`config.mk`:
```
export PLATFORM = sky130hd
export DESIGN_NAME = srm_mapper
export DESIGN_NICKNAME = d
export VERILOG_FILES = /design/src/design/srm_pkg.sv /design/src/design/srm_roll_order.sv /design/src/design/srm_mapper.sv
export SDC_FILE = /design/constraint.sdc
export NUM_CORES = 1
export LEC_CHECK = 0
export BUFFER_PORTS_ARGS = -buffer_cell sky130_fd_sc_hd__buf_4
export CAP_MARGIN = 40
export CORE_ASPECT_RATIO = 0.7
export CORE_MARGIN = 2
export CORE_UTILIZATION = 48
export CTS_CLUSTER_DIAMETER = 30
export DETAILED_ROUTE_END_ITERATION = 6
export PLACE_DENSITY = 0.74
export RECOVER_POWER = 50
export SLEW_MARGIN = 25
export SYNTH_ARGS = -nofsm -noshare
export SYNTH_HDL_FRONTEND = slang
export SYNTH_HIERARCHICAL = 1
export SYNTH_SLANG_ARGS = --single-unit
export TNS_END_PERCENT = 10
```
`constraint.sdc`:
```
create_clock -name clk -period 3.3 [get_ports clk]
set_input_delay 0.165 -clock clk [delete_from_list [all_inputs] [get_ports clk]]
set_output_delay 0.165 -clock clk [all_outputs]
set_load 0.02 [all_outputs]
```
`src/design/srm_pkg.sv`:
```
// constants and types shared by the shadow and roll address mapper
package srm_pkg;

	// local i/o offsets of the mapping registers
	localparam logic [7:0] SRM_CFG_OFS  = 8'h22;
	localparam logic [7:0] SRM_GRAN_OFS = 8'h2c;
	localparam logic [7:0] SRM_SEG_OFS  = 8'h2e;

	// configuration register field positions
	localparam int SRM_CFG_BIOS_BIT   = 0;
	localparam int SRM_CFG_BASE_BIT   = 3;
	localparam int SRM_CFG_DSIZE_BIT  = 4;
	localparam int SRM_CFG_BANK_LSB   = 6;
	localparam int SRM_CFG_ADP_BIT    = 9;
	localparam int SRM_CFG_VIDEO_BIT  = 10;
	localparam int SRM_CFG_LOCK_BIT   = 15;

	// granularity enable and segment control field positions
	localparam int SRM_GRAN_FINE_BIT  = 0;
	localparam int SRM_SEG_SHADOW_LSB = 0;
	localparam int SRM_SEG_WP_LSB     = 8;

	// reset values
	localparam logic [15:0] SRM_CFG_RST  = 16'h0000;
	localparam logic [15:0] SRM_GRAN_RST = 16'h0000;
	localparam logic [15:0] SRM_SEG_RST  = 16'h0000;

	// 128 kbyte block numbers, address bits 23:17
	localparam logic [6:0] SRM_BLK_ALIAS = 7'h7f;
	localparam logic [6:0] SRM_BLK_EXTRA = 7'h04;
	localparam logic [6:0] SRM_BLK_VIDEO = 7'h05;
	localparam logic [6:0] SRM_BLK_ADP   = 7'h06;
	localparam logic [6:0] SRM_BLK_BIOS  = 7'h07;

	// rollable physical areas; the code plus 4 is the physical block
	typedef enum logic [1:0] {
		SRM_AREA_EXTRA,
		SRM_AREA_VIDEO,
		SRM_AREA_ADP,
		SRM_AREA_BIOS
	} srm_area_t;

endpackage

```
`src/design/srm_roll_order.sv`:
```
// roll block to physical area ordering for the address mapper
`timescale 1ns/1ps
module srm_roll_order
	import srm_pkg::*;
(
	input  wire logic [3:0] elig,  // eligible areas, indexed by area code
	input  wire logic [1:0] blk,   // roll block, 0 is block a
	output srm_area_t       area,  // physical area for this block
	output logic      [2:0] count  // number of eligible areas
);

	// population count of the eligible set
	function automatic logic [2:0] srm_ones(input logic [3:0] v);
		logic [2:0] n;
		n = 3'h0;
		for (int i = 0; i < 4; i++) begin
			n = n + {2'h0, v[i]};
		end
		return n;
	endfunction

	// priority walk bios, adapter, video, extra with two special orders
	always_comb begin
		logic [2:0] k;
		k = 3'h0;
		area = SRM_AREA_BIOS;
		count = srm_ones(elig);
		if (elig == 4'hf) begin
			area = srm_area_t'(blk);
		end else if (elig == 4'he) begin
			unique case (blk)
				2'h0: area = SRM_AREA_BIOS;
				2'h1: area = SRM_AREA_VIDEO;
				default: area = SRM_AREA_ADP;
			endcase
		end else begin
			for (int i = 3; i >= 0; i--) begin
				if (elig[i]) begin
					if (k == {1'b0, blk}) begin
						area = srm_area_t'(i[1:0]);
					end
					k = k + 3'h1;
				end
			end
		end
	end

endmodule

```
`src/design/srm_mapper.sv`:
```
// shadow and roll address mapper with its local i/o registers
`timescale 1ns/1ps
module srm_mapper
	import srm_pkg::*;
(
	input  wire logic        clk,         // processor clock, 25 mhz
	input  wire logic        srst,        // synchronous reset, high
	input  wire logic        ce,          // clock enable, freezes state
	input  wire logic [7:0]  io_addr,     // local i/o address
	input  wire logic        io_wr,       // i/o write strobe
	input  wire logic        io_rd,       // i/o read strobe
	input  wire logic [15:0] io_wdata,    // i/o write data
	output logic      [15:0] io_rdata,    // i/o read data, registered
	input  wire logic        cpu_valid,   // memory cycle present
	input  wire logic        cpu_write,   // memory cycle is a write
	input  wire logic [23:1] cpu_addr,    // processor word address
	input  wire logic [4:0]  roll_base,   // roll region, 512k units
	input  wire logic [2:0]  roll_blocks, // 128k blocks in region
	output logic             dram_sel,    // cycle served by dram
	output logic             rom_sel,     // cycle served by rom
	output logic             video_sel,   // cycle to system video ram
	output logic      [23:1] phys_addr,   // dram physical address
	output logic             wp_refused,  // write dropped, protected
	output logic             fine_mode    // 32k granularity active
);

	////////////////////////////////////////////////////////////////////
	// state

	typedef struct packed {
		logic [15:0] cfg;
		logic [15:0] gran;
		logic [15:0] seg;
		logic [15:0] rdata;
		logic        dram;
		logic        rom;
		logic        video;
		logic [23:1] paddr;
		logic        wp;
	} srm_state_t;

	srm_state_t st;
	srm_state_t next_st;

	////////////////////////////////////////////////////////////////////
	// decode helpers

	logic       locked;
	logic       fine;
	logic       sh_bios;
	logic       sh_adp;
	logic       sh_video;
	logic       mem_1mb;
	logic [6:0] blk;
	logic [3:0] elig;
	logic       roll_hit;
	logic       roll_ok;
	srm_area_t  roll_area;
	logic [2:0] elig_n;
	logic [2:0] seg_idx;
	logic       seg_sh;
	logic       seg_wp;
	logic       area_sh;

	// per-segment shadow and protect bits, index 0 is c0000
	function automatic logic srm_bit(input logic [7:0] v,
		input logic [2:0] i);
		return v[i];
	endfunction

	assign locked   = st.cfg[SRM_CFG_LOCK_BIT];
	assign fine     = st.gran[SRM_GRAN_FINE_BIT];
	assign sh_bios  = st.cfg[SRM_CFG_BIOS_BIT];
	assign sh_adp   = st.cfg[SRM_CFG_ADP_BIT];
	assign sh_video = st.cfg[SRM_CFG_VIDEO_BIT];
	// 1mb chips, or two or more banks of 256k, give at least 1mbyte
	assign mem_1mb  = st.cfg[SRM_CFG_DSIZE_BIT]
		| (st.cfg[SRM_CFG_BANK_LSB +: 2] != 2'h0);
	assign blk      = cpu_addr[23:17];
	assign seg_idx  = cpu_addr[17:15];
	assign seg_sh   = srm_bit(st.seg[SRM_SEG_SHADOW_LSB +: 8], seg_idx);
	assign seg_wp   = srm_bit(st.seg[SRM_SEG_WP_LSB +: 8], seg_idx);

	// shadowed areas drop out of the rollable set
	assign elig = {~sh_bios, ~sh_adp, ~sh_video,
		~st.cfg[SRM_CFG_BASE_BIT]};

	// region matched on its own 512k window, no tie to dram top
	assign roll_hit = mem_1mb && (cpu_addr[23:19] == roll_base)
		&& ({1'b0, cpu_addr[18:17]} < roll_ok_blocks(roll_blocks, elig_n));
	assign roll_ok  = roll_hit;

	// blocks actually rolled, capped by areas available, at most 4
	function automatic logic [2:0] roll_ok_blocks(input logic [2:0] req,
		input logic [2:0] avail);
		return (req < avail) ? req : avail;
	endfunction

	srm_roll_order u_order (
		.elig  (elig),
		.blk   (cpu_addr[18:17]),
		.area  (roll_area),
		.count (elig_n)
	);

	// bios and adapter shadowing, with the 32k refinement when fine
	always_comb begin
		area_sh = 1'b0;
		if (blk == SRM_BLK_BIOS) begin
			area_sh = sh_bios && (!fine || seg_sh);
		end else if (blk == SRM_BLK_ADP) begin
			area_sh = sh_adp && (!fine || seg_sh);
		end
	end

	////////////////////////////////////////////////////////////////////
	// next state

	always_comb begin
		next_st = st;
		if (ce) begin
			// register writes, refused while locked
			if (io_wr && !locked) begin
				unique case (io_addr)
					SRM_CFG_OFS:  next_st.cfg  = io_wdata;
					SRM_GRAN_OFS: next_st.gran = io_wdata &
						16'h0001;
					SRM_SEG_OFS:  next_st.seg  = io_wdata;
					default: ;
				endcase
			end
			// reads answer zero when locked or unmapped
			if (io_rd) begin
				next_st.rdata = 16'h0000;
				if (!locked) begin
					unique case (io_addr)
						SRM_CFG_OFS:  next_st.rdata = st.cfg;
						SRM_GRAN_OFS: next_st.rdata = st.gran;
						SRM_SEG_OFS:  next_st.rdata = st.seg;
						default: ;
					endcase
				end
			end
			// memory cycle routing, one cycle after the request
			next_st.dram  = 1'b0;
			next_st.rom   = 1'b0;
			next_st.video = 1'b0;
			next_st.wp    = 1'b0;
			next_st.paddr = cpu_addr;
			if (cpu_valid) begin
				if (blk == SRM_BLK_ALIAS) begin
					next_st.rom = 1'b1;
				end else if (blk == SRM_BLK_VIDEO) begin
					// same in both granularities
					next_st.dram  = sh_video;
					next_st.video = !sh_video;
				end else if (blk == SRM_BLK_BIOS
					|| blk == SRM_BLK_ADP) begin
					if (area_sh && fine && seg_wp && cpu_write) begin
						next_st.wp = 1'b1;
					end else begin
						next_st.dram = area_sh;
						next_st.rom  = !area_sh;
					end
				end else if (blk == SRM_BLK_EXTRA
					&& !st.cfg[SRM_CFG_BASE_BIT]) begin
					// 512k base: extra area is off board here
				end else if (roll_ok) begin
					next_st.dram  = 1'b1;
					next_st.paddr = {4'h0, 1'b1, roll_area,
						cpu_addr[16:1]};
				end else begin
					next_st.dram = 1'b1;
				end
			end
		end
		if (srst) begin
			next_st       = '0;
			next_st.cfg   = SRM_CFG_RST;
			next_st.gran  = SRM_GRAN_RST;
			next_st.seg   = SRM_SEG_RST;
		end
	end

	// single register for all state
	always_ff @(posedge clk) begin
		st <= next_st;
	end

	assign io_rdata   = st.rdata;
	assign dram_sel   = st.dram;
	assign rom_sel    = st.rom;
	assign video_sel  = st.video;
	assign phys_addr  = st.paddr;
	assign wp_refused = st.wp;
	assign fine_mode  = st.gran[SRM_GRAN_FINE_BIT];

	////////////////////////////////////////////////////////////////////
	// checks

	AST_ALIAS_ROM: assert property (@(posedge clk) disable iff (srst)
		ce && cpu_valid && cpu_addr[23:17] == SRM_BLK_ALIAS
		|=> rom_sel && !dram_sel && !video_sel)
		else $error("alias range not sent to rom");

	AST_BIOS_ROM: assert property (@(posedge clk) disable iff (srst)
		ce && cpu_valid && blk == SRM_BLK_BIOS && !sh_bios
		|=> rom_sel && !dram_sel)
		else $error("unshadowed bios not from rom");

	AST_ADP_DRAM: assert property (@(posedge clk) disable iff (srst)
		ce && cpu_valid && blk == SRM_BLK_ADP && sh_adp && !fine
		|=> dram_sel && !rom_sel)
		else $error("shadowed adapter area not from dram");

	AST_VIDEO_ROUTE: assert property (@(posedge clk) disable iff (srst)
		ce && cpu_valid && blk == SRM_BLK_VIDEO
		|=> (dram_sel == $past(sh_video)) && (video_sel != dram_sel))
		else $error("video area routed wrongly");

	AST_SEG_SHADOW: assert property (@(posedge clk) disable iff (srst)
		ce && cpu_valid && !cpu_write && fine && blk == SRM_BLK_BIOS
		&& sh_bios |=> dram_sel == $past(seg_sh))
		else $error("32k segment shadow not honoured");

	AST_GRAN_RESET: assert property (@(posedge clk)
		$fell(srst) |-> io_rdata == 16'h0000 && !fine_mode
		&& st.gran == SRM_GRAN_RST)
		else $error("granularity bit not zero after reset");

	AST_LOCK_HOLD: assert property (@(posedge clk) disable iff (srst)
		locked |=> $stable(st.cfg) && $stable(st.seg) && $stable(st.gran))
		else $error("register changed while locked");

	AST_WP_DROP: assert property (@(posedge clk) disable iff (srst)
		ce && cpu_valid && cpu_write && fine && blk == SRM_BLK_ADP
		&& sh_adp && seg_sh && seg_wp |=> wp_refused && !dram_sel)
		else $error("protected segment write reached dram");

	AST_ROLL_ELIG: assert property (@(posedge clk) disable iff (srst)
		roll_hit |-> elig[roll_area] && mem_1mb)
		else $error("roll mapped to an ineligible area");

	AST_ROLL_ALL4: assert property (@(posedge clk) disable iff (srst)
		ce && cpu_valid && roll_hit && elig == 4'hf
		&& cpu_addr[18:17] == 2'h0 && blk[6:3] != 4'h0
		&& blk != SRM_BLK_ALIAS
		|=> dram_sel && phys_addr[23:17] == SRM_BLK_EXTRA)
		else $error("four-area roll block a not extra");

endmodule

```
# == Yosys cells after proc, flatten, opt, wreduce, memory -nomap -nowiden ==
# Index checks and enable logic that the tools add are counted.
# word_totals
output_inout_bits,44
register_bits,76
elab_cells,103
input_bits,62
# op_classes
eq_ne,15
magnitude_cmp,3
addsub,5
n_bitwise,5
muxes,44
reduce_logical,22
# op_table
cell,count
2-to-1 mux 23 bit,3
one-hot mux 16 bit (3 select lines),1
"== test 7 x 3 -> 1 bit, second input constant",4
2-to-1 mux 27 bit,1
2-to-1 mux 3 bit,9
2-to-1 mux 25 bit,1
"== test 8 x 6 -> 1 bit, second input constant",3
2-to-1 mux 24 bit,1
2-to-1 mux 1 bit,16
2-to-1 mux 16 bit,1
2-to-1 mux 2 bit,8
== test 3 x 2 -> 1 bit,3
logical AND 1 bit,9
AND reduction 3 bit,3
"== test 4 bit, second input constant",2
"== test 7 bit, second input constant",1
adder 3 x 1 -> 3 bit,2
"adder 3 x 1 -> 3 bit, second input constant",2
binary-select mux 1 bit (select 3 bit),2
== test 5 bit,1
logical NOT 1 bit,5
"less-than comparator 3 x 4 -> 1 bit, second input constant",1
NOT 1 bit,4
one-hot mux 2 bit (2 select lines),1
9 further kinds,10

# == Logic depth before layout (Yosys ltp) ==
# Gate-level depths: netlist of the first run.
# logic_depth
ltp_word,23
depth_mapped,18
mapped_depth_nobuf,18

# == Modules after synthesis ==
# Netlist of the first run, hierarchy kept.
# modules_own_cells
mod,area_per_inst_um2,seq_area_each_um2,instances,cells_per_inst
srm_mapper,3757.4,1521.5,1,401
srm_roll_order,269.0,0.0,1,36

# == Least setup slack after synthesis of the first run ==
# No wires, ideal clock.
# synth_path
path_kind,flip-flop to flip-flop
from,register st[78] in the netlist's numbering
to,register st (netlist bit phys_addr[17])
period_less_slack_ns,3.546
stages_incl_launch_ff,16
setup_time_ns,0.070
path_slack_ns,-0.246
arrival_ns,3.476
required_ns,3.230
path_buffers,0
path_cell_list,dfxtp_1 inv_1 inv_1 fa_1 inv_1 ha_1 ha_1 inv_1 ha_1 a21o_1 a21oi_1 a21oi_1 ha_1 o41a_1 or4b_1 a21oi_1
# synth_via
elab_chain_len,14
elab_cells_between_ends,21
cone_classes,3 x add/sub; 2 x order compare; 2 x eq/ne; 10 x mux; 1 x bitwise; 3 x reduce/logical
# synth_lines
element,line_no,rtl
"start, declared",srm_mapper.sv:42,srm_state_t st;
"start signal, assigned",srm_mapper.sv:187,st <= next_st;
NOT 1 bit *,srm_mapper.sv:86,~st.cfg[SRM_CFG_BASE_BIT]};
via elig[0],srm_mapper.sv:55,logic [3:0] elig;
adder 1 x 1 -> 2 bit *,srm_roll_order.sv:17,"n = n + {2'h0, v[i]};"
adder 3 x 1 -> 3 bit * (2 in a row),srm_roll_order.sv:17,
via elig_n[1],srm_mapper.sv:59,logic [2:0] elig_n;
less-than comparator 3 bit,srm_mapper.sv:96,return (req < avail) ? req : avail;
2-to-1 mux 3 bit *,srm_mapper.sv:96,
less-than comparator 2 x 3 -> 1 bit *,srm_mapper.sv:90,"&& ({1'b0, cpu_addr[18:17]} < roll_ok_blocks(roll_blocks, elig_n));"
logical AND 1 bit *,srm_mapper.sv:90,
2-to-1 mux 23 bit *,srm_mapper.sv:168,end else if (roll_ok) begin
2-to-1 mux 23 bit *,srm_mapper.sv:165,end else if (blk == SRM_BLK_EXTRA
2-to-1 mux 23 bit *,srm_mapper.sv:157,end else if (blk == SRM_BLK_BIOS
2-to-1 mux 24 bit *,srm_mapper.sv:153,end else if (blk == SRM_BLK_VIDEO) begin
2-to-1 mux 25 bit *,srm_mapper.sv:151,if (blk == SRM_BLK_ALIAS) begin
2-to-1 mux 27 bit *,srm_mapper.sv:150,if (cpu_valid) begin
# The timed path passes the listed nets; every way through them passes the cells marked *.
# A chain may end at the register's enable or synchronous reset.

# == Worst setup path after layout of the first run ==
# Same ends and word-level chain as after synthesis.

==> results of run 1 <==
[cell families after synthesis]
kind of cell | count (synthesis)
simple gates | 132
buf+inv | 77
flops | 76
compound gates | 72
mux | 60
fa+ha+maj | 11
xor+xnor | 9
[synth_stat cells, types with 2 or more instances]
master / n
nor4b_1: 2
inv_1: 16
a31oi_1: 2
dfxtp_1: 76
and3b_1: 3
o31ai_1: 3
xor2_1: 7
a22oi_1: 14
o21ai_0: 8
a21oi_1: 10
buf_4: 40
clkbuf_1: 11
mux2i_1: 55
xnor2_1: 2
nor3b_1: 2
a22o_1: 14
nor2b_1: 2
mux4_2: 4
nor4_1: 3
nor2_1: 77
buf_2: 4
o211ai_1: 2
ha_1: 10
nand3_1: 7
buf_1: 3
a21o_1: 4
nand4_1: 4
nand3_2: 2
nand2_1: 9
nor3_1: 6
and3_1: 4
a211oi_1: 2
[worst max path at each step]
stage | depth (start not counted) | slack, ns | to
floorplan | 15 | -0.06 | phys_addr[17]$_SDFFE_PP0P_
global placement | 18 | -0.08 | phys_addr[17]$_SDFFE_PP0P_
detailed placement | 19 | -0.17 | phys_addr[19]$_SDFFE_PP0P_
CTS | 18 | -0.15 | phys_addr[17]$_SDFFE_PP0P_
global route | 18 | -0.34 | phys_addr[17]$_SDFFE_PP0P_
finish | 18 | -0.17 | phys_addr[17]$_SDFFE_PP0P_
[layout make-up]
type	count	area, sq um	area share [%]
multi-input combinational	284	2120	43.4
clock inverter	5	36.3	0.742
tap	101	126	2.59
clock buffer	11	243	4.97
inverter	16	62.6	1.28
timing repair buffer	123	773	15.8
sequential	76	1520	31.2
[metal layers]
metal  track usage (%)  vias up
li1                  -     1658
met1              31.5     1635
met2              35.3      134
met3              7.77       11
met4              5.61        0
met5                 0        -
[power by group through the flow]
stage / combinational, uW / clock, uW / sequential (uW)
after CTS: 245 / 936 / 946
after global routing: 259 / 980 / 947
after detailed placement: 243 / 0 / 966
final: 238 / 915 / 946
after global placement: 239 / 0 / 966
after floorplan: 143 / 0 / 963
[worst reg2reg max path: cells and delay by family (launching register included)]
kind,cells,cell delay (ns)
compound gates,5,0.71
simple gates,4,0.76
flops,1,0.32
fa+ha+maj,5,1.45
buf+inv,4,0.17
[cells in the final DEF, fill, tap and decap left out, types with 3 or more instances in the layout]
cell type / Yosys / final
o21ai_0: 8 / 6
a22o_1: 14 / 14
xor2_1: 7 / 7
a21o_1: 4 / 4
nor3_1: 6 / 6
nand4_1: 4 / 4
nand2_1: 9 / 9
nor4_1: 3 / 3
dfxtp_1: 76 / 74
and3_1: 4 / 4
mux2i_1: 55 / 55
clkbuf_16: 0 / 9
a21oi_1: 10 / 8
clkbuf_1: 11 / 41
inv_1: 16 / 11
ha_1: 10 / 6
nand3_1: 7 / 7
and3b_1: 3 / 3
a22oi_1: 14 / 14
nor2_1: 77 / 77
buf_4: 40 / 83
clkinvlp_4: 0 / 3
inv_2: 0 / 4
mux4_2: 4 / 4
[stage by stage]
stage / setup TNS, ns / cell area, sq um / cells
finish: -0.703 / 4890 / 616
CTS: -0.669 / 4990 / 615
global placement: -0.237 / 4690 / 597
detailed placement: -0.720 / 4690 / 597
floorplan: -0.0602 / 4070 / 437
global route: -2.10 / 4890 / 616
[repair_timing]
| action | CTS | global route |
|---|---|---|
| hold buffers | 0 | 0 |
| setup endpoints to repair | 7 | 7 |
| pin swaps | 11 | 9 |
| resized for setup | 4 | 7 |
| buffers inserted | 2 | 1 |
| cloned | 0 | 0 |
==> summary by stage, run 1 <==
Floorplan
In this run the count of I/O pins placed on the die edge is approximately 110. The overall die area is 9150 sq um. The height of the chip is about 81 um. The initial cell density of the core is around 50%. The floorplan step defined a core boundary enclosing ~8000 sq um. The floorplan die width is 113 um. After floorplanning, the core was divided into 27 placement rows.

Synth
The arithmetic-cell share of the synthesized area counting full adders, half adders and majority gates is under 10%. The number of different library cells in the post-synthesis netlist is 61. The area share of the largest cell type after synthesis is ~38%. Of the synthesized area, sequential elements account for a little under two fifths. Each instance of the synthesized netlist takes up on average between 9 and 10 sq um.

The share of synthesized registers carrying an async set or reset is 0%. Summing every instance area after synthesis gives around 4000 sq um. Among all flip-flop cells after synthesis, the most frequent one is dfxtp_1. After synthesis the netlist holds a flip-flop and latch count of 76. The largest area contributor in the synthesized netlist is dfxtp_1. The XOR/XNOR share of the synthesized area is under 10%. The number of flops mapped to enable cells by yosys is 0. Of the total synthesized cell area, the portion taken by AND, OR, NAND and NOR gates is about 16%. Ranked by total cell area, the synthesized netlist is headed by dfxtp_1, mux2i_1, buf_4.

Counting every instance in the synthesized netlist gives roughly 440. The post-synth net total is 510. The synthesized netlist devotes 13.2% of its cell area to compound gates.

By area, the combinational part of the netlist is dominated by multiplexers. During synthesis, Yosys emitted a total of 6 warnings. The mux cell area share after synthesis is between 15 and 20%.

Critical path
STA puts the critical path data required time at between 3 and 4 ns. The most critical setup path has its startpoint at st[78]$_SDFFE_PP0P_. Of all nets on the critical path, the largest fanout is 3. The signal arrival time at the worst endpoint is 3.74 ns. The sum of buffers and inverters on the critical path is 4. The worst setup slack for register-to-register paths is -0.17 ns. STA classifies the critical path startpoint as a register. The delay of the slowest critical-path stage is between 0.5 and 0.6 ns. The launch instance of the worst register-to-register path is st[78]$_SDFFE_PP0P_.

The kind of cell with the highest combined delay along the critical path is adder cells. The number of cells on the worst reg-to-reg path is 18. The critical path class is reg2reg.

The slowest stage of the critical path is the or4b_4 cell. STA classifies the critical path endpoint as a register. The worst reg2reg path endpoint is phys_addr[17]$_SDFFE_PP0P_. The signal on the critical path passes through inv_2 > inv_2 > fa_1 > inv_1 > ha_2 > ha_4 > inv_2 > ha_4 > a21o_1 > a21oi_2 > nor2_1 > a21oi_1 > ha_2 > nor2_1 > nor2_1 > o41a_1 > or4b_4 > a21oi_2.

STA
The final count of hold timing violations is 0. The normalized max-slew margin is 45.1%. The tightest hold margin is about 0.071 ns. The number of max-slew violations in the final report is 0. The portion of the clock cycle consumed by the worst path in the final layout is 105%. Setup repair after global routing could not meet its margin everywhere.

The number of setup violations in the final report is 7. Once routing completed, OpenROAD measured the worst setup slack at -0.169 ns. The final clock skew is approximately 0.0066 ns. The fmax is just under 300 MHz. The smallest clock period supported by the final layout is computed as approximately 3.5 ns. At the pin with the least slew margin, the transition time is ~0.8 ns.

Power and ir drop
The cell area power density is approximately 430 nW/um^2. After layout, the design draws a total of between 2000 and 2500 uW. The maximum VDD drop is 0.000272 V. The analysis attributes to cell leakage a power of 0.00226 uW.

The power spent charging and discharging nets is 529 uW. Sequential cells account for a little under half of the total power. Per report_power, the combinational group accounts for between 10% and 20% of the total.

The internal portion of the total power is 1570 uW. The fraction of power spent switching nets is approximately a quarter. Of the total power, the clock network draws about 44%.

Min path
The hold-critical path endpoint is phys_addr[8]$_SDFFE_PP0P_. The hold path depth is 3. The worst hold path belongs to the class in2reg.

The start point of the worst min-delay path is cpu_addr[8].

Final layout
The number of filler instances in the final layout is 714. Cells fill between 60% and 70% of the core in the end. The share of layout cells above drive strength 1 is about a quarter. The final-stage net count is between 500 and 600.

More flip-flops sit in one register than any other, and that register is st. The post-synthesis to final-layout area growth is 21.4%. The diode insertion count for antenna repair is 0. The number of flip-flops in the largest register is 28.

Routing
The post-route antenna net violation count is 0. The number of vias per cell after detailed routing is between 5 and 6. Detailed routing placed a total of around 4600 um of wire on met2. The number of design-rule violations left by the first detailed-router iteration is around 170. The total routed wirelength is between 10000 and 15000 um. The residual DRC count is 0. The met3 wirelength from detailed routing is ~830 um. The routed metal-1 wire length is about 4800 um. The first detailed-routing pass ran for 4 iterations.

Dividing the detail-routed wire length by the instance count gives ~17 um. The final route contains 3438 vias. The topmost layer with routed signal wires is met4.

Clock tree
The number of sinks driven by the clock tree is 76. In this run the deepest clock path goes through 2 buffers. TritonCTS built the clock tree. After clock tree synthesis, the clock-pin slew on the worst setup and hold paths is about 0.06 ns. The number of H-tree levels is 3.

The later pin in the worst-skew pair is clocked with a latency of ~0.33 ns. The clock buffer count from CTS is 9. The cell at the root of the clock tree is clkbuf_16.

Run status
The final reports fail on setup timing. The run finished, with violations left.

Global route
The number of antenna violations at the first check in global routing came to 0. The first global-routing pass estimated ~17000 um of wire. Entering global routing, the biggest net connects between 70 and 80 pins. The sum of overflow across all layers after global routing is 0.

The overall track demand over capacity in global routing is between 20% and 30%. The number of global-route vias before repair is around 3400.

Placed design
Port buffering added 105 buffers. The final RePlAce weighted congestion is 0.944. The pre-CTS setup slack is -0.173 ns.

After legalization and detailed placement, the total HPWL measured between 7000 and 8000 um.

Flow run
The tool flagged a number of max-cap violations equal to 0.
No activity file was read; power rests on OpenSTA's default activity.
==> inputs of run 2 (changes only) <==
--- a/config.mk
+++ b/config.mk
@@ -7,7 +7,7 @@
 export LEC_CHECK = 0
 export BUFFER_PORTS_ARGS = -buffer_cell sky130_fd_sc_hd__buf_4
 export CAP_MARGIN = 40
-export CORE_ASPECT_RATIO = 0.7
+export CORE_ASPECT_RATIO = 1.1
 export CORE_MARGIN = 2
 export CORE_UTILIZATION = 48
 export CTS_CLUSTER_DIAMETER = 30
==> summary by stage, run 2 (synthesis results as in run 1) <==
Run status
Result of the run: finished with violations (unchanged). Violated checks: setup timing (unchanged).

Global route
The first-pass GRT wire length was 15300 um (was 16500 um). The overall track demand over capacity in global routing was 20.9% (was 23.1%). The maximum number of pins on one net before global-route repair came to 79 (unchanged). The sum of overflow across all layers after global routing is 0 (unchanged).

The number of global-route vias before repair was 3254 (was 3385). The number of antenna violations at the first check in global routing was 0 (unchanged).

Final layout
The most flop-heavy register is st (unchanged). The area taken by multi-input logic gates came to 2090 sq um (was 2120 sq um). The number of flip-flops in the largest register is 28 (unchanged). Most used cells in the layout excluding fill and tap cells: buf_4, nor2_1, dfxtp_1 (unchanged). The share of layout cells above drive strength 1 is 31.1% (was 24.7%). The post-route cell area is 4890 sq um (about the same). The share of the core filled with cells in the final layout is 59.1% (was 61.0%). The final-stage net count is 581 (was 583). The post-synthesis to final-layout area growth is 21.5% (was 21.4%). The diode insertion count for antenna repair came to 0 (unchanged). The area occupied by registers is 1530 sq um (was 1520 sq um). The most common cell after layout, fill and taps aside was buf_4 (unchanged).

The number of filler instances in the final layout is 730 (was 714).

STA
The transition time at the pin with the least slew margin is 0.808 ns (was 0.823 ns). The normalized max-slew margin came to 46.1% (was 45.1%). The final count of hold timing violations is 0 (unchanged). The tightest hold margin is 0.0508 ns (was 0.0712 ns). The number of max-slew violations in the final report is 0 (unchanged).

The final critical path time including I/O delays and setup came to 3.43 ns (was 3.47 ns). The portion of the clock cycle consumed by the worst path in the final layout is 104% (was 105%). The final clock skew was 0.00835 ns (was 0.00661 ns).

The minimum setup slack in the final design was -0.126 ns (was -0.169 ns). The fmax is 292 MHz (was 288 MHz). The number of setup violations in the final report is 6 (was 7). RSZ-0062 raised after global routing: yes (unchanged).

Power and ir drop
The overall power is 1820 uW (was 2100 uW). The static leakage was 0.00236 uW (was 0.00226 uW). The maximum VDD drop is 0.000240 V (was 0.000272 V). The cell area power density is 373 nW/um^2 (was 430 nW/um^2).

Critical path
The number of cells on the worst reg-to-reg path is 19 (was 18). The critical path class is reg2reg (unchanged). The critical path startpoint category is a register (unchanged). The capturing element type of the critical path is a register (unchanged). The worst setup slack for register-to-register paths is -0.13 ns (was -0.17 ns).

The launch instance of the worst register-to-register path is st[78]$_SDFFE_PP0P_ (unchanged). The worst path required time was 3.57 ns (about the same). The maximum net fanout on the critical path is 3 (unchanged). The worst reg2reg path endpoint is phys_addr[19]$_SDFFE_PP0P_ (was phys_addr[17]$_SDFFE_PP0P_).

The signal arrival time at the worst endpoint came to 3.69 ns (was 3.74 ns).

Clock tree
The clock buffer count from CTS is 9 (unchanged). The maximum root-to-sink buffer count came to 2 (unchanged). The clock tree from TritonCTS is done (unchanged). The number of sinks driven by the clock tree is 76 (unchanged). The number of H-tree levels is 3 (unchanged). The clock latency at the later pin of the worst-skew pair was 0.35 ns (was 0.33 ns).

The cell at the root of the clock tree is clkbuf_8 (was clkbuf_16). The clock input transition at the sequential cells of the worst setup and hold paths was 0.08 ns (was 0.06 ns). The total of hold buffers inserted after clock tree synthesis is 0 (unchanged).

Routing
The post-route antenna net violation count came to 0 (unchanged). The number of design-rule violations left by the first detailed-router iteration came to 333 (was 174). The total number of vias is 3425 (was 3438). The residual DRC count is 0 (unchanged). The detail-routed net length per standard cell came to 15.5 um (was 16.9 um). The total routed wirelength was 9630 um (was 10400 um). The detailed-routing iteration count for the pre-antenna-repair pass is 4 (unchanged). The number of vias per cell after detailed routing came to 5.50 (was 5.58).

Floorplan
The floorplan die width is 91.3 um (was 113 um). The overall die area is 9140 sq um (was 9150 sq um). The area of the core region came to 8280 sq um (was 8010 sq um). The height of the chip is 100 um (was 80.6 um). The I/O pin count was 106 (unchanged). The row count is 35 (was 27). The initial cell density of the core was 48.6% (was 50.3%).

Min path
The hold-critical path endpoint is phys_addr[9]$_SDFFE_PP0P_ (was phys_addr[8]$_SDFFE_PP0P_). The classification of the worst-slack hold path is in2reg (unchanged). The hold path depth is 3 (unchanged). The start point of the worst min-delay path is cpu_addr[9] (was cpu_addr[8]).

Placed design
The quantity of I/O buffers inserted on ports is 105 (unchanged). The half-perimeter wire length of the detailed placement result is 6760 um (was 7330 um). The total placed instance area is 4690 sq um (about the same). The final RePlAce weighted congestion is 0.907 (was 0.944).

Flow run
The number of maximum-capacitance constraint violations is 0 (unchanged).
run 2: cell type report:
type,count,area share [%]
Multi-Input combinational cell,284,42.7
Sequential cell,76,31.2
Inverter,16,1.28
Timing Repair Buffer,121,18.6
Clock inverter,3,0.486
Tap cell,111,2.84
Clock buffer,12,2.97
run 2: where the power goes:
part	leakage, uW	internal (uW)	switching, uW	total, uW
sequential	0.000618	934	10.3	945
combinational	0.00167	115	129	243
clock	0.0000787	292	344	636
run 2: metrics by stage:
stage	cells	TNS, ns	setup WS [ns]
3_3_place_gp	606	-0.428	-0.105
5_1_grt	623	-2.34	-0.361
6_report	623	-0.567	-0.126
4_1_cts	623	-0.592	-0.160
2_1_floorplan	437	-0.0602	-0.0602
3_5_place_dp	606	-0.891	-0.155
run 2: worst max-delay path by stage:
| stage | from | to | slack, ns | cells past startpoint |
|---|---|---|---|---|
| after floorplan | sh_video$_SDFFE_PP0P_ | phys_addr[17]$_SDFFE_PP0P_ | -0.06 | 15 |
| after global placement | sh_video$_SDFFE_PP0P_ | phys_addr[21]$_SDFFE_PP0P_ | -0.10 | 19 |
| after detailed placement | sh_video$_SDFFE_PP0P_ | phys_addr[20]$_SDFFE_PP0P_ | -0.15 | 19 |
| after CTS | st[78]$_SDFFE_PP0P_ | phys_addr[17]$_SDFFE_PP0P_ | -0.16 | 18 |
| after global routing | st[78]$_SDFFE_PP0P_ | phys_addr[19]$_SDFFE_PP0P_ | -0.36 | 19 |
| final | st[78]$_SDFFE_PP0P_ | phys_addr[19]$_SDFFE_PP0P_ | -0.13 | 19 |
run 2: worst max-delay path, stage by stage, from the launching register on:
cell,delay [ns]
dfxtp_2,0.33
inv_2,0.05
inv_2,0.04
fa_1,0.53
inv_1,0.04
ha_2,0.17
ha_4,0.26
inv_2,0.04
ha_4,0.21
a21o_1,0.16
a21oi_2,0.13
nor2_1,0.05
a21oi_1,0.12
ha_2,0.28
nor2_1,0.09
nor2_1,0.05
o41a_1,0.15
buf_4,0.17
or2_4,0.23
o31ai_2,0.22
run 2: timing repair:
item	4_1_cts	5_1_grt
resized for setup	3	2
pin swaps	8	8
endpoints found under the setup margin	6	7
buffers inserted	2	0
run 2: routing by layer:
layer  track usage (%)  wire, um  up-vias
met2              35.6      4750      123
met1              25.5      4020     1625
met5                 0         0        -
met3              4.58       622       20
li1                  -         -     1657
met4              9.44       231        0
==> inputs of run 3 (changes only) <==
--- a/config.mk
+++ b/config.mk
@@ -5,7 +5,7 @@
 export SDC_FILE = /design/constraint.sdc
 export NUM_CORES = 1
 export LEC_CHECK = 0
-export BUFFER_PORTS_ARGS = -buffer_cell sky130_fd_sc_hd__buf_4
+export BUFFER_PORTS_ARGS = -buffer_cell sky130_fd_sc_hd__buf_2
 export CAP_MARGIN = 40
 export CORE_ASPECT_RATIO = 1.1
 export CORE_MARGIN = 2
==> summary by stage, run 3 (synthesis results as in run 1) <==
Clock tree
The number of H-tree levels is 3 (unchanged). The number of sinks driven by the clock tree is 76 (unchanged). The cell at the root of the clock tree is clkbuf_8 (unchanged). The post-CTS setup buffer count is 0 (was 2).

The clock input transition at the sequential cells of the worst setup and hold paths is 0.08 ns (about the same). The maximum root-to-sink buffer count was 2 (unchanged). The clock tree from TritonCTS is done (unchanged). The clock buffer count from CTS was 9 (unchanged). The clock latency at the later pin of the worst-skew pair came to 0.35 ns (about the same).

Routing
The post-route antenna net violation count is 0 (unchanged). The number of design-rule violations left by the first detailed-router iteration is 218 (was 333). The number of vias per cell after detailed routing was 5.49 (was 5.50). The detail-routed net length per standard cell is 15.4 um (was 15.5 um). The total number of vias was 3423 (was 3425). The detailed-routing iteration count for the pre-antenna-repair pass was 5 (was 4). The total routed wirelength is 9570 um (was 9630 um).

The residual DRC count came to 0 (unchanged).

Critical path
The capture point of the worst path is phys_addr[17]$_SDFFE_PP0P_ (was phys_addr[19]$_SDFFE_PP0P_). The number of cells on the worst reg-to-reg path is 16 (was 19). The signal arrival time at the worst endpoint came to 3.74 ns (was 3.69 ns). The maximum net fanout on the critical path is 3 (unchanged).

The capturing element type of the critical path is a register (unchanged). The critical path class is reg2reg (unchanged). The launch point of the worst path was sh_video$_SDFFE_PP0P_ (was st[78]$_SDFFE_PP0P_). The worst setup slack for register-to-register paths is -0.15 ns (was -0.13 ns).

The critical path startpoint category is a register (unchanged). The launch instance of the worst register-to-register path is sh_video$_SDFFE_PP0P_ (was st[78]$_SDFFE_PP0P_). The worst path required time was 3.59 ns (was 3.57 ns). The worst reg2reg path endpoint is phys_addr[17]$_SDFFE_PP0P_ (was phys_addr[19]$_SDFFE_PP0P_).

Placed design
The half-perimeter wire length of the detailed placement result is 6760 um (about the same). The total placed instance area is 4440 sq um (was 4690 sq um). The final RePlAce weighted congestion is 0.881 (was 0.907). The quantity of I/O buffers inserted on ports is 105 (unchanged).

Final layout
The diode insertion count for antenna repair was 0 (unchanged). Most used cells in the layout excluding fill and tap cells: nor2_1, dfxtp_1, buf_2 (was buf_4, nor2_1, dfxtp_1). The most common cell after layout, fill and taps aside is nor2_1 (was buf_4).

The number of filler instances in the final layout is 782 (was 730). The number of flip-flops in the largest register came to 28 (unchanged). The post-synthesis to final-layout area growth was 15.0% (was 21.5%).

The post-route cell area is 4630 sq um (was 4890 sq um). The final-stage net count is 580 (was 581). The most flop-heavy register is st (unchanged).

The share of layout cells above drive strength 1 came to 23.8% (was 31.1%).

Power and ir drop
The total internal power is 1390 uW (was 1340 uW). The fraction of power spent switching nets is 26.1% (was 26.5%). The clock network power share is 38.8% (was 34.9%). The share of power burned in combinational logic came to 11.2% (was 13.3%).

The power spent charging and discharging nets was 493 uW (was 483 uW). The maximum VDD drop is 0.000239 V (was 0.000240 V). The sequential power share is 50.1% (was 51.8%).

The overall power is 1890 uW (was 1820 uW). The static leakage was 0.00217 uW (was 0.00236 uW). The cell area power density is 407 nW/um^2 (was 373 nW/um^2).

Global route
The overall track demand over capacity in global routing came to 20.7% (was 20.9%). The maximum number of pins on one net before global-route repair is 52 (was 79). The number of global-route vias before repair is 3216 (was 3254).

The number of antenna violations at the first check in global routing is 0 (unchanged). The first-pass GRT wire length was 15200 um (was 15300 um). The sum of overflow across all layers after global routing came to 0 (unchanged).

STA
The final clock skew is 0.00749 ns (was 0.00835 ns). The minimum setup slack in the final design came to -0.150 ns (was -0.126 ns). The number of max-slew violations in the final report is 0 (unchanged).

RSZ-0062 raised after global routing: yes (unchanged). The portion of the clock cycle consumed by the worst path in the final layout came to 105% (was 104%). The normalized max-slew margin is 54.5% (was 46.1%). The final critical path time including I/O delays and setup came to 3.45 ns (was 3.43 ns). The number of setup violations in the final report came to 6 (unchanged). The transition time at the pin with the least slew margin is 0.681 ns (was 0.808 ns). The final count of hold timing violations is 0 (unchanged). The fmax is 290 MHz (was 292 MHz).

Floorplan
The row count is 35 (unchanged). The I/O pin count came to 106 (unchanged). The floorplan die width is 91.3 um (unchanged).

The area of the core region is 8280 sq um (unchanged). The overall die area is 9140 sq um (unchanged). The height of the chip is 100 um (unchanged). The initial cell density of the core was 48.6% (unchanged).

Min path
The classification of the worst-slack hold path is in2reg (unchanged). The hold path depth is 3 (unchanged).

Run status
Result of the run: finished with violations (unchanged). Violated checks: setup timing (unchanged).

Flow run
The number of maximum-capacitance constraint violations is 0 (unchanged).
## run 3: cell count changes in the layout (fill, tap and decap cells not counted), moves of 2 or more
cell,previous run,this run
inv_6,0,2
buf_2,0,65
clkinvlp_4,2,0
buf_4,121,15
clkbuf_1,2,42
## run 3: final cells by class
cell class              instances  area, sq um  share of cell area (%)
multi-input cells             284         2120                    45.7
flip-flops and latches         76         1520                    32.9
repair buffers                120          588                    12.7
clock buffers                  12          145                    3.13
well taps                     111          139                    3.00
inverters                      16         62.6                    1.35
clock inverters                 4         56.3                    1.22
## run 3: power by group through the flow
| stage | clock network (uW) | logic (uW) | registers [uW] |
|---|---|---|---|
| finish | 731 | 211 | 944 |
| global route | 783 | 230 | 946 |
| CTS | 746 | 211 | 944 |
| detailed placement | 0 | 210 | 965 |
| global placement | 0 | 206 | 964 |
| floorplan | 0 | 143 | 963 |
## run 3: how the worst min path moves through the flow
| stage | startpoint | to |
|---|---|---|
| CTS | cpu_addr[2] | phys_addr[2]$_SDFFE_PP0P_ |
| detailed placement | cpu_addr[3] | phys_addr[3]$_SDFFE_PP0P_ |
| finish | cpu_addr[2] | phys_addr[2]$_SDFFE_PP0P_ |
| floorplan | io_wdata[10] | sh_video$_SDFFE_PP0P_ |
| global placement | cpu_addr[11] | phys_addr[11]$_SDFFE_PP0P_ |
| global route | cpu_addr[3] | phys_addr[3]$_SDFFE_PP0P_ |
## run 3: metal layers
layer / track usage (%) / vias to the layer above / part of all wire (%)
li1: - / 1654 / -
met1: 25.0 / 1602 / 41
met2: 36.0 / 142 / 50
met3: 5.18 / 25 / 7.4
met4: 6.88 / 0 / 2.2
met5: 0 / - / 0
## run 3: timing repair
| item | CTS | global route |
|---|---|---|
| pin swaps | 7 | 6 |
| endpoints found under the setup margin | 6 | 7 |
| resized for setup | 1 | 8 |
| hold buffers | 0 | 0 |
## run 3: critical path, cell delays in order (launching register included)
cell and delay (ns):
dfxtp_2 0.34, inv_4 0.05, inv_2 0.04, fa_1 0.52, inv_1 0.04, ha_2 0.17, ha_4 0.26, inv_2 0.04
ha_4 0.26, a21o_1 0.12, a21oi_2 0.06, nor2_1 0.11, a21oi_1 0.06, ha_2 0.20, o41a_1 0.47, or4b_4 0.53
a21oi_2 0.13
## run 3: per-stage QoR
stage                     cells  hold WS (ns)  setup slack, ns  TNS, ns  util, %
final                       623        0.0499           -0.150   -0.565     55.9
after global routing        623        0.0435           -0.297    -1.61     55.9
after CTS                   623        0.0333           -0.195    -1.07     56.1
after detailed placement    607         0.412           -0.204    -1.17     53.6
after global placement      607         0.400          -0.0731   -0.340     53.6
after floorplan             437         0.309          -0.0602  -0.0602        -
